**src/logic/dasc_pkg.sv**
```systemverilog
package dasc_pkg;

    // ==========================================================
    // Frame layout
    localparam int FRAME_BITS = 56;
    localparam int HALF_BITS = 28;
    localparam int CODE_BITS = 8;
    localparam int P2_CODE_MSB = 35;
    localparam int P2_CODE_LSB = 28;
    localparam int P1_CODE_MSB = 7;
    localparam int P1_CODE_LSB = 0;
    localparam logic [7:0] CODE_RESET = 8'h00;
    localparam int SYNC_STAGES = 2;

    // ==========================================================
    // Synchronised link pins
    typedef struct packed {
        logic clk;
        logic cs_n;
        logic data;
    } dasc_link_s;

    // ==========================================================
    // Per-path outputs
    typedef struct packed {
        logic [7:0] code;
        logic dac_enable;
        logic vctl_oe;
        logic amp_off;
    } dasc_path_s;

endpackage

```
**src/logic/dasc_sync.sv**
```systemverilog
`timescale 1ns/10ps
module dasc_sync (
    // Clock and reset
    input wire logic ref_clk,
    input wire logic sys_rst,
    // Asynchronous pins in, synchronised copies out
    input wire dasc_pkg::dasc_link_s pins,
    output dasc_pkg::dasc_link_s synced
);
    typedef struct packed {
        dasc_pkg::dasc_link_s meta;
        dasc_pkg::dasc_link_s stable;
    } dasc_sync_s;

    dasc_sync_s state_r;
    dasc_sync_s state_nxt;

    always_comb begin
        state_nxt.meta = pins;
        state_nxt.stable = state_r.meta;
    end

    // Idle value: clock low, chip-select high
    always_ff @(posedge ref_clk or posedge sys_rst) begin
        if (sys_rst) begin
            state_r <= '{meta: '{clk: 1'b0, cs_n: 1'b1, data: 1'b0},
                         stable: '{clk: 1'b0, cs_n: 1'b1, data: 1'b0}};
        end else begin
            state_r <= state_nxt;
        end
    end

    assign synced = state_r.stable;
endmodule

```
**src/logic/dasc_top.sv**
```systemverilog
`timescale 1ns/10ps
module dasc_top (
    // Clock and reset
    input wire logic ref_clk,
    input wire logic sys_rst,
    // Serial link pins
    input wire logic serial_clk,
    input wire logic serial_cs_n,
    input wire logic serial_data_in,
    // Static control pins
    input wire logic converter_select,
    input wire logic path1_amp_shutdown,
    input wire logic path2_amp_shutdown,
    input wire logic amp_low_supply_bias,
    // Path 1 outputs
    output logic [7:0] path1_code,
    output logic path1_dac_enable,
    output logic path1_control_voltage_pin_oe,
    output logic path1_amp_off,
    // Path 2 outputs
    output logic [7:0] path2_code,
    output logic path2_dac_enable,
    output logic path2_control_voltage_pin_oe,
    output logic path2_amp_off,
    // Status
    output logic amp_bias_low_supply,
    output logic frame_latched
);
    // ==========================================================
    // Synchronisers
    typedef struct packed {
        logic sel;
        logic pd1;
        logic pd2;
        logic bias;
    } dasc_static_s;

    typedef struct packed {
        logic [dasc_pkg::FRAME_BITS-1:0] shift;
        logic clk_d;
        logic cs_n_d;
        dasc_static_s st_meta;
        dasc_static_s st;
        dasc_pkg::dasc_path_s p1;
        dasc_pkg::dasc_path_s p2;
        logic bias;
        logic latched;
    } dasc_state_s;

    dasc_pkg::dasc_link_s link_pins;
    dasc_pkg::dasc_link_s link;
    dasc_state_s state_r;
    dasc_state_s state_nxt;

    assign link_pins = '{clk: serial_clk, cs_n: serial_cs_n,
                         data: serial_data_in};

    dasc_sync u_sync (
        .ref_clk(ref_clk),
        .sys_rst(sys_rst),
        .pins(link_pins),
        .synced(link)
    );

    // Path output from code and static pins
    function automatic dasc_pkg::dasc_path_s path_out(
        input logic [7:0] code,
        input logic sel,
        input logic pd
    );
        dasc_pkg::dasc_path_s p;
        p.code = code;
        p.dac_enable = sel;
        p.vctl_oe = sel;
        p.amp_off = pd;
        return p;
    endfunction

    // ==========================================================
    // Next state
    always_comb begin
        state_nxt = state_r;
        state_nxt.clk_d = link.clk;
        state_nxt.cs_n_d = link.cs_n;
        // Static pins are asynchronous too
        state_nxt.st_meta = '{sel: converter_select,
                              pd1: path1_amp_shutdown,
                              pd2: path2_amp_shutdown,
                              bias: amp_low_supply_bias};
        state_nxt.st = state_r.st_meta;
        // Shift only on rising clock with select low; oldest bit falls
        // out so an over-long frame keeps its last 56 bits.
        if (!link.cs_n && link.clk && !state_r.clk_d) begin
            state_nxt.shift = {
                state_r.shift[dasc_pkg::FRAME_BITS-2:0],
                link.data};
        end
        // Latch on select rising edge; upper half-word carries path 2
        if (link.cs_n && !state_r.cs_n_d) begin
            state_nxt.p2.code = state_r.shift[dasc_pkg::P2_CODE_MSB:
                                              dasc_pkg::P2_CODE_LSB];
            state_nxt.p1.code = state_r.shift[dasc_pkg::P1_CODE_MSB:
                                              dasc_pkg::P1_CODE_LSB];
            state_nxt.latched = 1'b1;
        end
        // Reserved bits 55..36 and 27..8 are ignored; host keeps them zero
        state_nxt.p1 = path_out(state_nxt.p1.code, state_r.st.sel,
                                state_r.st.pd1);
        state_nxt.p2 = path_out(state_nxt.p2.code, state_r.st.sel,
                                state_r.st.pd2);
        state_nxt.bias = state_r.st.bias;
    end

    // ==========================================================
    // State register
    always_ff @(posedge ref_clk or posedge sys_rst) begin
        if (sys_rst) begin
            state_r <= '0;
            state_r.clk_d <= 1'b0;
            state_r.cs_n_d <= 1'b1;
            state_r.p1.code <= dasc_pkg::CODE_RESET;
            state_r.p2.code <= dasc_pkg::CODE_RESET;
        end else begin
            state_r <= state_nxt;
        end
    end

    assign path1_code = state_r.p1.code;
    assign path1_dac_enable = state_r.p1.dac_enable;
    assign path1_control_voltage_pin_oe = state_r.p1.vctl_oe;
    assign path1_amp_off = state_r.p1.amp_off;
    assign path2_code = state_r.p2.code;
    assign path2_dac_enable = state_r.p2.dac_enable;
    assign path2_control_voltage_pin_oe = state_r.p2.vctl_oe;
    assign path2_amp_off = state_r.p2.amp_off;
    assign amp_bias_low_supply = state_r.bias;
    assign frame_latched = state_r.latched;
endmodule

```
**config.mk**
```make
export PLATFORM = sky130hd
export DESIGN_NAME = dasc_top
export DESIGN_NICKNAME = d
export VERILOG_FILES = /design/src/logic/dasc_pkg.sv /design/src/logic/dasc_sync.sv /design/src/logic/dasc_top.sv
export SDC_FILE = /design/constraint.sdc
export NUM_CORES = 1
export LEC_CHECK = 0
export BUFFER_PORTS_ARGS = -buffer_cell sky130_fd_sc_hd__clkbuf_2
export CAP_MARGIN = 20
export CORE_AREA = 4 4 130 82
export CTS_CLUSTER_SIZE = 10
export DETAILED_ROUTE_END_ITERATION = 8
export DIE_AREA = 0 0 134 86
export PLACE_DENSITY_LB_ADDON = 0.1
export RECOVER_POWER = 25
export SYNTH_ARGS = -nofsm -noshare
export SYNTH_HDL_FRONTEND = slang
export SYNTH_SLANG_ARGS = --single-unit
```
**constraint.sdc**
```tcl
create_clock -name ref_clk -period 6.02 [get_ports ref_clk]
set_input_delay 1.204 -clock ref_clk [delete_from_list [all_inputs] [get_ports ref_clk]]
set_output_delay 1.204 -clock ref_clk [all_outputs]
set_load 0.01 [all_outputs]
```
# Word level (Yosys, flattened, before mapping)
# Index checks and enable logic that the tools add are counted.
# word_totals
reg_bits	73
in_bits	9
# op_classes
n_reduce_logical	6
# ops
cell	n
logical AND 1 bit	3
zero test 1 bit	3

# Depth between registers and ports, before layout
# Gate-level depths: netlist of run 1.
# depth
depth_word	3
mapped_depth	4
mapped_depth_nobuf	2

# Cells and area by module
# From an unflattened synthesis of run 1, not the netlist that was laid out.
# hier_totals
cells_unflattened	155
hier_area_um2	2808.9
# by_module_without_submodules
mod	n_inst	cells_each	area_each_um2	seq_area_each_um2
dasc_top	1	148	2652.5	1677.9
dasc_sync	1	7	156.4	152.6

# Least setup slack after synthesis of run 1
# OpenSTA, ideal clock, no wires.
# synth_path
kind	register to output
from	register path2_control_voltage_pin_oe (netlist name)
to	output path1_dac_enable
arrival_ns	0.566
required_ns	4.816
slack_ns	4.250
path_stages_with_launch	2
path_buffers	1
path_cell_list	dfrtp_1 > buf_4
# synth_lines
element	line	text
to (decl)	dasc_top.sv:17	output logic path1_dac_enable,

# Worst setup path in the final report of run 1
# layout_path
from	register u_sync.state_r, in the netlist u_sync.synced[1]
to	register state_r[35] (netlist name)
# layout_between
elab_chain_len	3
# layout_rtl
element	line	text
from (decl)	dasc_sync.sv:15	dasc_sync_s state_r;
from (signal assigned)	dasc_sync.sv:26	state_r <= '{meta: '{clk: 1'b0, cs_n: 1'b1, data: 1'b0},
from (signal assigned)	dasc_sync.sv:29	state_r <= state_nxt;
zero test 1 bit	dasc_top.sv:93	if (!link.cs_n && link.clk && !state_r.clk_d) begin
logical AND 1 bit (2 in a row)	dasc_top.sv:93	
to (signal assigned)	dasc_top.sv:124	state_r <= state_nxt;
to (decl)	dasc_top.sv:52	dasc_state_s state_r;
# Every way passes these cells.
# A chain may end at the register's enable or synchronous reset.

==> reports/results.txt, run 1 <==
The run finished, with violations left. The checks that failed: max-capacitance violations, max-slew violations. The count of pins on the block boundary is 33. Arrival time at the worst endpoint: 2.94 ns. Entering global routing, the biggest net connects 74 pins. The root buffer cell chosen for the clock tree is sky130_fd_sc_hd__clkbuf_16. The tools report the via count of the first global-routing pass as 1334. After clock tree synthesis, the clock-pin slew on the worst setup and hold paths is 0.05 ns. Leaving out fill and tap cells, the most frequent cells in the layout are 70 x sky130_fd_sc_hd__dfrtp_1, 32 x sky130_fd_sc_hd__clkbuf_2, 21 x sky130_fd_sc_hd__mux2_1, 19 x sky130_fd_sc_hd__mux2_2, 12 x sky130_fd_sc_hd__mux2_4.

Setup violations remaining at the end of the flow were counted as 0. In this run, post-CTS hold repair placed 0 buffers. The synthesized netlist occupies a cell area of 0.00281 mm^2.

Setup repair after global routing left no endpoint under its margin. The area growth from synthesis to layout is 13.9%. After detailed routing, the average wire length per cell comes to 12.9 um. The floorplan step defined a die boundary enclosing 0.0115 mm^2.

The mean instance size in the synthesized netlist works out to 18.2 um^2. For this run, the register share of the synthesized area comes to 65.3%. The detailed-route DRC error count was 0; the number of antenna violations at the first check in global routing was 0. Timing would allow up to 366 MHz.

The run gives 6890 um as the global-route wire length before repair. The logs give 0 for the number of hold-slack violations in the final timing report and 0.647 for the final estimated routing congestion in global placement. The required time of the critical path came out at 6.23 ns.

For this run, the detailed router's first-pass iteration total came to 4. The number of maximum-capacitance violations was 1; the proportion of power drawn by combinational gates was 8.8%. Net switching is 20.6% of the power. The analysis attributes to net switching a power of 0.000275 W. The clock latency of the later-clocked register in the worst-skew pair came out at 0.33 ns. In this design, the stage delay of the slowest critical-path cell is 1.57 ns. The library cell used most frequently in the layout, excluding fill and tap cells, is sky130_fd_sc_hd__dfrtp_1.

The number of slew-limit violations in the final report came out at 37. The startpoint class of the critical path was a flip-flop. Measured against its own limit, the worst slew margin works out to -45.2%. The post-cts repair resize count is 0, and the die span in y is 86 um. Traced cell by cell, the critical path runs through nor3b_4, clkbuf_1, mux2_2.

Antenna diode count: 0. The launch point of the critical path is u_sync.synced[1]$_DFF_PP1_. At the pin with the least slew margin, the transition time is 2.18 ns. In the synthesized netlist, the number of instances is 154. The run gives 29.3% as the initial cell density of the core. In this run the most critical hold path is launched from state_nxt[25]$_DFF_PP0_. The count of buffer and inverter cells on the critical path works out to 1. TritonCTS built the clock tree. The cell row count was 28; the number of design-rule violations left by the first detailed-router iteration was 35. The total length of routed wires is 4050 um, and the maximum count of clock buffers along a single path is 2. The worst setup path is of the reg2reg kind. Of the cells placed in the final design, the portion with a size suffix greater than 1 is 46.4%.

The setup skew after layout is 0.00329 ns, and the width of the chip is 134 um. Summed over all nets, wire length on met3 after detailed routing comes to 301 um. The met2 wire length came out at 1710 um. Highest routing layer actually used: met4. Part of the power in the clock network: 47.5%. The core region is 0.00956 mm^2. The run gives 43.7% as the sequential group share of total power. The total via count in the routed design was 1177; the synthesized flop and latch total was 73.

When the netlist entered floorplanning its net count stood at 163. The post-route minimum period was 2.73 ns. Fill cells in the final layout number 966.

STA classifies the critical path endpoint as a flip-flop. Across the VDD grid, the largest voltage drop is 0.000132 V. In this run the post-CTS setup repair buffer count came out at 0.

Adding up every negative setup slack in the final design gives 0 ns. The final antenna-violating net count is 0. The H-tree was split into 3 levels.

The final layout contains 183 nets. For this design the ratio of total power to cell area is 417 mW/mm^2. The final cycle utilization of the critical path is 45.4%. The cell internal power dissipation came out at 0.00106 W.

The sink count of the clock tree was 73; the met1 routed wirelength after detailed routing was 1940 um. The worst-path maximum fanout came out at 36. The category of cells accounting for the largest share of critical-path delay is buffers and inverters. The total congestion overflow after global routing is 0. In this run the tool buffered the top-level ports with 32 buffer cells. Launch instance of the worst register-to-register path: u_sync.synced[1]$_DFF_PP1_. The number of buffers inserted during clock tree synthesis is 9.

The slowest stage of the critical path belongs to the cell sky130_fd_sc_hd__clkbuf_1. The total global routing track utilization is 8.05%. The logs give 2440 um for the placed wire-length estimate after detailed placement and 10 for the count of unique library cells instantiated by Yosys. The worst hold path belongs to the class reg2reg.

In the final layout, flip-flops and latches occupy 0.00183 mm^2. Summing all multi-input logic gate instances after layout gives 662 um^2. For the number of warnings printed during yosys synthesis, the log shows 0. The leakage power is 1.59 nW, and the average vias per placed instance is 3.75. Power comes to 0.00133 W.
[layout make-up]
| type | count | share of cell area, % |
|---|---|---|
| flip-flops and latches | 73 | 57.3 |
| multi-input cells | 55 | 20.7 |
| clock buffers | 10 | 7.17 |
| repair buffers | 34 | 5.36 |
| well taps | 135 | 5.29 |
| clock inverters | 6 | 4.07 |
| inverters | 1 | 0.117 |
[power groups by stage]
stage	clock network (W)	logic, W	registers, W
2_1_floorplan	0	0.000126	0.000579
3_3_place_gp	0	0.000127	0.000589
3_5_place_dp	0	0.000129	0.000592
4_1_cts	0.000656	0.000129	0.000585
5_1_grt	0.000673	0.000128	0.000592
6_report	0.000632	0.000117	0.000583
[layer usage]
layer  vias up  global-route usage (%)
li1        543                       -
met1       597                    9.84
met3         9                    4.69
met5         -                       0
met4         0                    5.04
met2        28                    10.8
[kinds of logic (layout without fill, tap and decap cells)]
kind of cell  Yosys count  in the layout  synth area share, %
mux                    52             52                 25.3
buf+inv                26             51                 8.56
flops                  73             73                 65.3
simple gates            3              3                0.892
[flip-flops by register name (all words and copies together) (netlist names)]
name / count
path1_amp_off: 1
path2_control_voltage_pin_oe: 1
path2_code: 8
state_nxt: 8
path1_code: 8
state_r: 38
amp_bias_low_supply: 1
path2_amp_off: 1
frame_latched: 1
u_sync.state_nxt: 3
u_sync.synced: 3
[cell usage after synthesis]
cell type | count | share of area [%]
sky130_fd_sc_hd__dfrtp_1 | 70 | 62
sky130_fd_sc_hd__mux2_4 | 33 | 18
sky130_fd_sc_hd__buf_4 | 19 | 5.1
sky130_fd_sc_hd__mux2_2 | 19 | 7.6
sky130_fd_sc_hd__buf_12 | 3 | 2.1
sky130_fd_sc_hd__buf_6 | 3 | 1.2
sky130_fd_sc_hd__dfstp_2 | 3 | 2.8
sky130_fd_sc_hd__nand2b_1 | 2 | 0.45
sky130_fd_sc_hd__inv_1 | 1 | 0.13
sky130_fd_sc_hd__nor3b_2 | 1 | 0.45
[final timing paths]
kind,endpoint,slack [ns],cells past startpoint
setup / recovery,state_r[35]$_DFFE_PP0P_,3.29,3
hold / removal,state_nxt[2]$_DFF_PP0_,0.35,0
setup reg to reg,state_r[35]$_DFFE_PP0P_,3.29,3
hold reg to reg,state_nxt[2]$_DFF_PP0_,0.35,0
max in group asynchronous,state_r[33]$_DFF_PP0_,4.31,3
min in group asynchronous,path1_code[7]$_DFFE_PP0P_,1.14,3
[per-stage QoR]
step                      std cells  instance area (um^2)  setup slack [ns]  utilization, %  hold WS, ns
after global routing            314                  3200              3.04            33.4        0.350
after global placement          298                  2920              3.90            30.5        0.334
after detailed placement        298                  2920              3.87            30.5        0.336
final                           314                  3200              3.29            33.4        0.346
after floorplan                 154                  2810              2.97               -        0.331
after CTS                       314                  3280              3.93            34.3        0.349
(Power assumes the default switching activity.)
==> inputs of run 2 (changes only) <==
==> constraint.sdc (replaced) <==
create_clock -name ref_clk -period 2.2 [get_ports ref_clk]
set_input_delay 0.44 -clock ref_clk [delete_from_list [all_inputs] [get_ports ref_clk]]
set_output_delay 0.44 -clock ref_clk [all_outputs]
set_load 0.01 [all_outputs]
==> run 2 against run 1 <==
Compared with the run above: the run now ends clean; critical path depth did not move; flip-flop and latch count did not move; combinational power rose to 3.0 times the previous value; global-route usage rose by 0.29 points; fmax rose by 97%; sequential share of layout area fell by 1.7 points; non-clock buffer count rose by 2; register-to-register slack got worse by 2.5 ns; routed wire length rose by 0.27%; die area did not move; largest power group is now sequential cells.
==> reports/results.txt, run 2 (synthesis results as in run 1) <==
The initial cell density of the core is 29.3%. The area of all placed cells without fillers was 0.00329 mm^2; the arrival time at the worst endpoint was 1.60 ns. Max-cap violations in this run came to 0. The die area is 0.0115 mm^2. The total cell area at the placement stage came out at 0.00296 mm^2. The logs give 0 for the number of hold-slack violations in the final timing report and 300 for the instance count after placement with tap cells included. TritonCTS built the clock tree. The clock period could shrink to 1.39 ns. Timing would allow up to 721 MHz.

The count of pins on the block boundary was 33; the total global routing track utilization was 8.34%. The clock tree root buffer cell was sky130_fd_sc_hd__clkbuf_16. 0 antenna diodes ended up in the layout. In this run the core area contains 28 standard-cell rows. Dividing the detail-routed wire length by the instance count gives 12.8 um. For this run, the post-layout net count is 185. Setup repair after global routing left no endpoint under its margin. The number of stages on the worst hold path came out at 1. The worst setup path is captured at a flip-flop. Summed over all failing endpoints, the final setup total negative slack is 0 ns. The number of hold buffers added after CTS was 0. CTS clock-pin slew for the worst setup and hold paths: 0.05 ns. In the layout the commonest cells are 70 x sky130_fd_sc_hd__dfrtp_1, 33 x sky130_fd_sc_hd__mux2_4, 32 x sky130_fd_sc_hd__clkbuf_2, 19 x sky130_fd_sc_hd__mux2_2, 9 x sky130_fd_sc_hd__clkbuf_16.

The tools report the placed wire-length estimate after detailed placement as 2460 um. The number of buffers inserted during clock tree synthesis was 9; the detailed-route DRC error count was 0. Number of slew-limit violations in the final report: 0. Worst-case reg-to-reg path depth: 3.

The worst-case IR drop observed on VDD is 0.000389 V. The startpoint class of the critical path is a flip-flop. The count of buffers added on input and output ports is 32.

The global-route wire length before repair came out at 7280 um. The number of design-rule violations left by the first detailed-router iteration was 61; the die span in y was 86 um. The average vias per placed instance was 3.77; the number of antenna violations at the first check in global routing was 0. The maximum count of clock buffers along a single path is 2, and the multi-input logic area is 741 um^2. The setup path with the least slack is of type reg2reg. The tools report the total setup buffers inserted after CTS as 0. Setup slack of the most critical reg-to-reg path: 0.81 ns.

The leakage power came out at 1.59 nW. For this run, the detailed router's first-pass iteration total came to 5. Required time of the critical path: 2.41 ns.

In the final layout, flip-flops and latches occupy 0.00183 mm^2. After global routing, the most crowded layer is met2. The run gives 74 as the maximum number of pins on one net before global-route repair. The worst hold path belongs to the class in2reg. Summing over every cut layer, the via total after detailed routing is 1190.

The run gives 0.633 as the final estimated routing congestion in global placement. The detail route stage leaves a number of antenna-violating nets equal to 0. The startpoint identified for the worst hold timing path is serial_cs_n.

The run gives 1401 as the via count of the first global-routing pass. More flip-flops sit in one register than any other, and that register is state_r. The final cycle utilization of the critical path is 63.1%.

Leading cell type in the layout, fill and taps excluded: sky130_fd_sc_hd__dfrtp_1. The register with the most flip-flops in the layout has 38 of them. The proportion of layout cells with a drive suffix above 1 is 59.7%. For this design the ratio of total power to cell area is 1070 mW/mm^2. Clock skew on the completed layout was measured at 0.00442 ns.

The sink count of the clock tree came out at 73. The run gives 316 as the final cell count without fillers. In this run the critical register-to-register path is captured at state_r[35]$_DFFE_PP0P_.

The clock tree synthesis step divided the H-tree into 3 levels. Global routing consumed, on the met1 layer, 10.1% of the routing resources. From left edge to right edge, the die measures 134 um.

For the post-cts repair resize count, the log shows 0. In this run the standard cell core region covers 0.00956 mm^2. The tools report the global-route track usage on met3 as 5.45%.

The clock reaches the later pin of the worst-skew pair after 0.33 ns. At the pin with the least slew margin, the transition time is 0.380 ns. The met2 track demand over resource in global routing was 11.9%; the total congestion overflow after global routing was 0.

The run finished with clean final reports. The logs give 0.198 ns for the worst hold slack after final layout and 0 for the number of setup violations in the final report. Headroom to the max-slew limit came out at 74.7%. For the final-layout fill cell count, the log shows 914.

The sink of the worst hold path is u_sync.state_nxt[1]$_DFF_PP1_. The area growth from synthesis to layout was 17.4%; the total length of routed wires was 4060 um. Of all nets on the critical path, the largest fanout is 36.

In this run the critical register-to-register path is launched from u_sync.synced[1]$_DFF_PP1_.
-- run 2: layout make-up --
| class | instances | area share (%) |
|---|---|---|
| timing repair buffer | 36 | 6.54 |
| clock buffer | 12 | 7.79 |
| tap | 135 | 5.13 |
| multi-input combinational | 55 | 22.5 |
| inverter | 1 | 0.152 |
| clock inverter | 4 | 2.28 |
| sequential | 73 | 55.6 |
-- run 2: routing by layer --
| metal | wire length (um) | part of all wire [%] | vias to the layer above |
|---|---|---|---|
| li1 | - | - | 547 |
| met1 | 1950 | 48 | 614 |
| met2 | 1810 | 45 | 27 |
| met3 | 256 | 6.3 | 2 |
| met4 | 41 | 1.0 | 0 |
| met5 | 0 | 0 | - |
-- run 2: worst max-delay path by stage --
stage / from / end / slack (ns) / depth (start not counted)
2_1_floorplan: state_r[32]$_DFF_PP1_ / path1_code[7]$_DFFE_PP0P_ / 0.90 / 4
3_3_place_gp: u_sync.synced[1]$_DFF_PP1_ / state_r[34]$_DFFE_PP0P_ / 0.82 / 3
3_5_place_dp: u_sync.synced[1]$_DFF_PP1_ / state_r[66]$_DFFE_PP0P_ / 0.81 / 3
4_1_cts: u_sync.synced[1]$_DFF_PP1_ / state_r[34]$_DFFE_PP0P_ / 0.80 / 3
5_1_grt: u_sync.synced[1]$_DFF_PP1_ / state_r[68]$_DFFE_PP0P_ / 0.74 / 3
6_report: u_sync.synced[1]$_DFF_PP1_ / state_r[35]$_DFFE_PP0P_ / 0.81 / 3
-- run 2: worst max-delay path: stages, from the launching register on --
cell                      delay (ns)
sky130_fd_sc_hd__dfstp_2        0.38
sky130_fd_sc_hd__nor3b_4        0.22
sky130_fd_sc_hd__buf_12         0.29
sky130_fd_sc_hd__mux2_2         0.36
-- run 2: power by group --
group          total, W  switching, W  internal, W
clock           0.00158      0.000526      0.00105
sequential      0.00159     0.0000948      0.00150
combinational  0.000347      0.000141     0.000206
total           0.00352      0.000762      0.00276
-- run 2: stage by stage --
stage / utilization [%] / power, W / setup WS [ns]
after floorplan: - / 0.00193 / 0.899
after detailed placement: 31.0 / 0.00197 / 0.808
after CTS: 34.4 / 0.00359 / 0.801
final: 34.4 / 0.00352 / 0.813
after global placement: 31.0 / 0.00197 / 0.824
after global routing: 34.4 / 0.00370 / 0.744
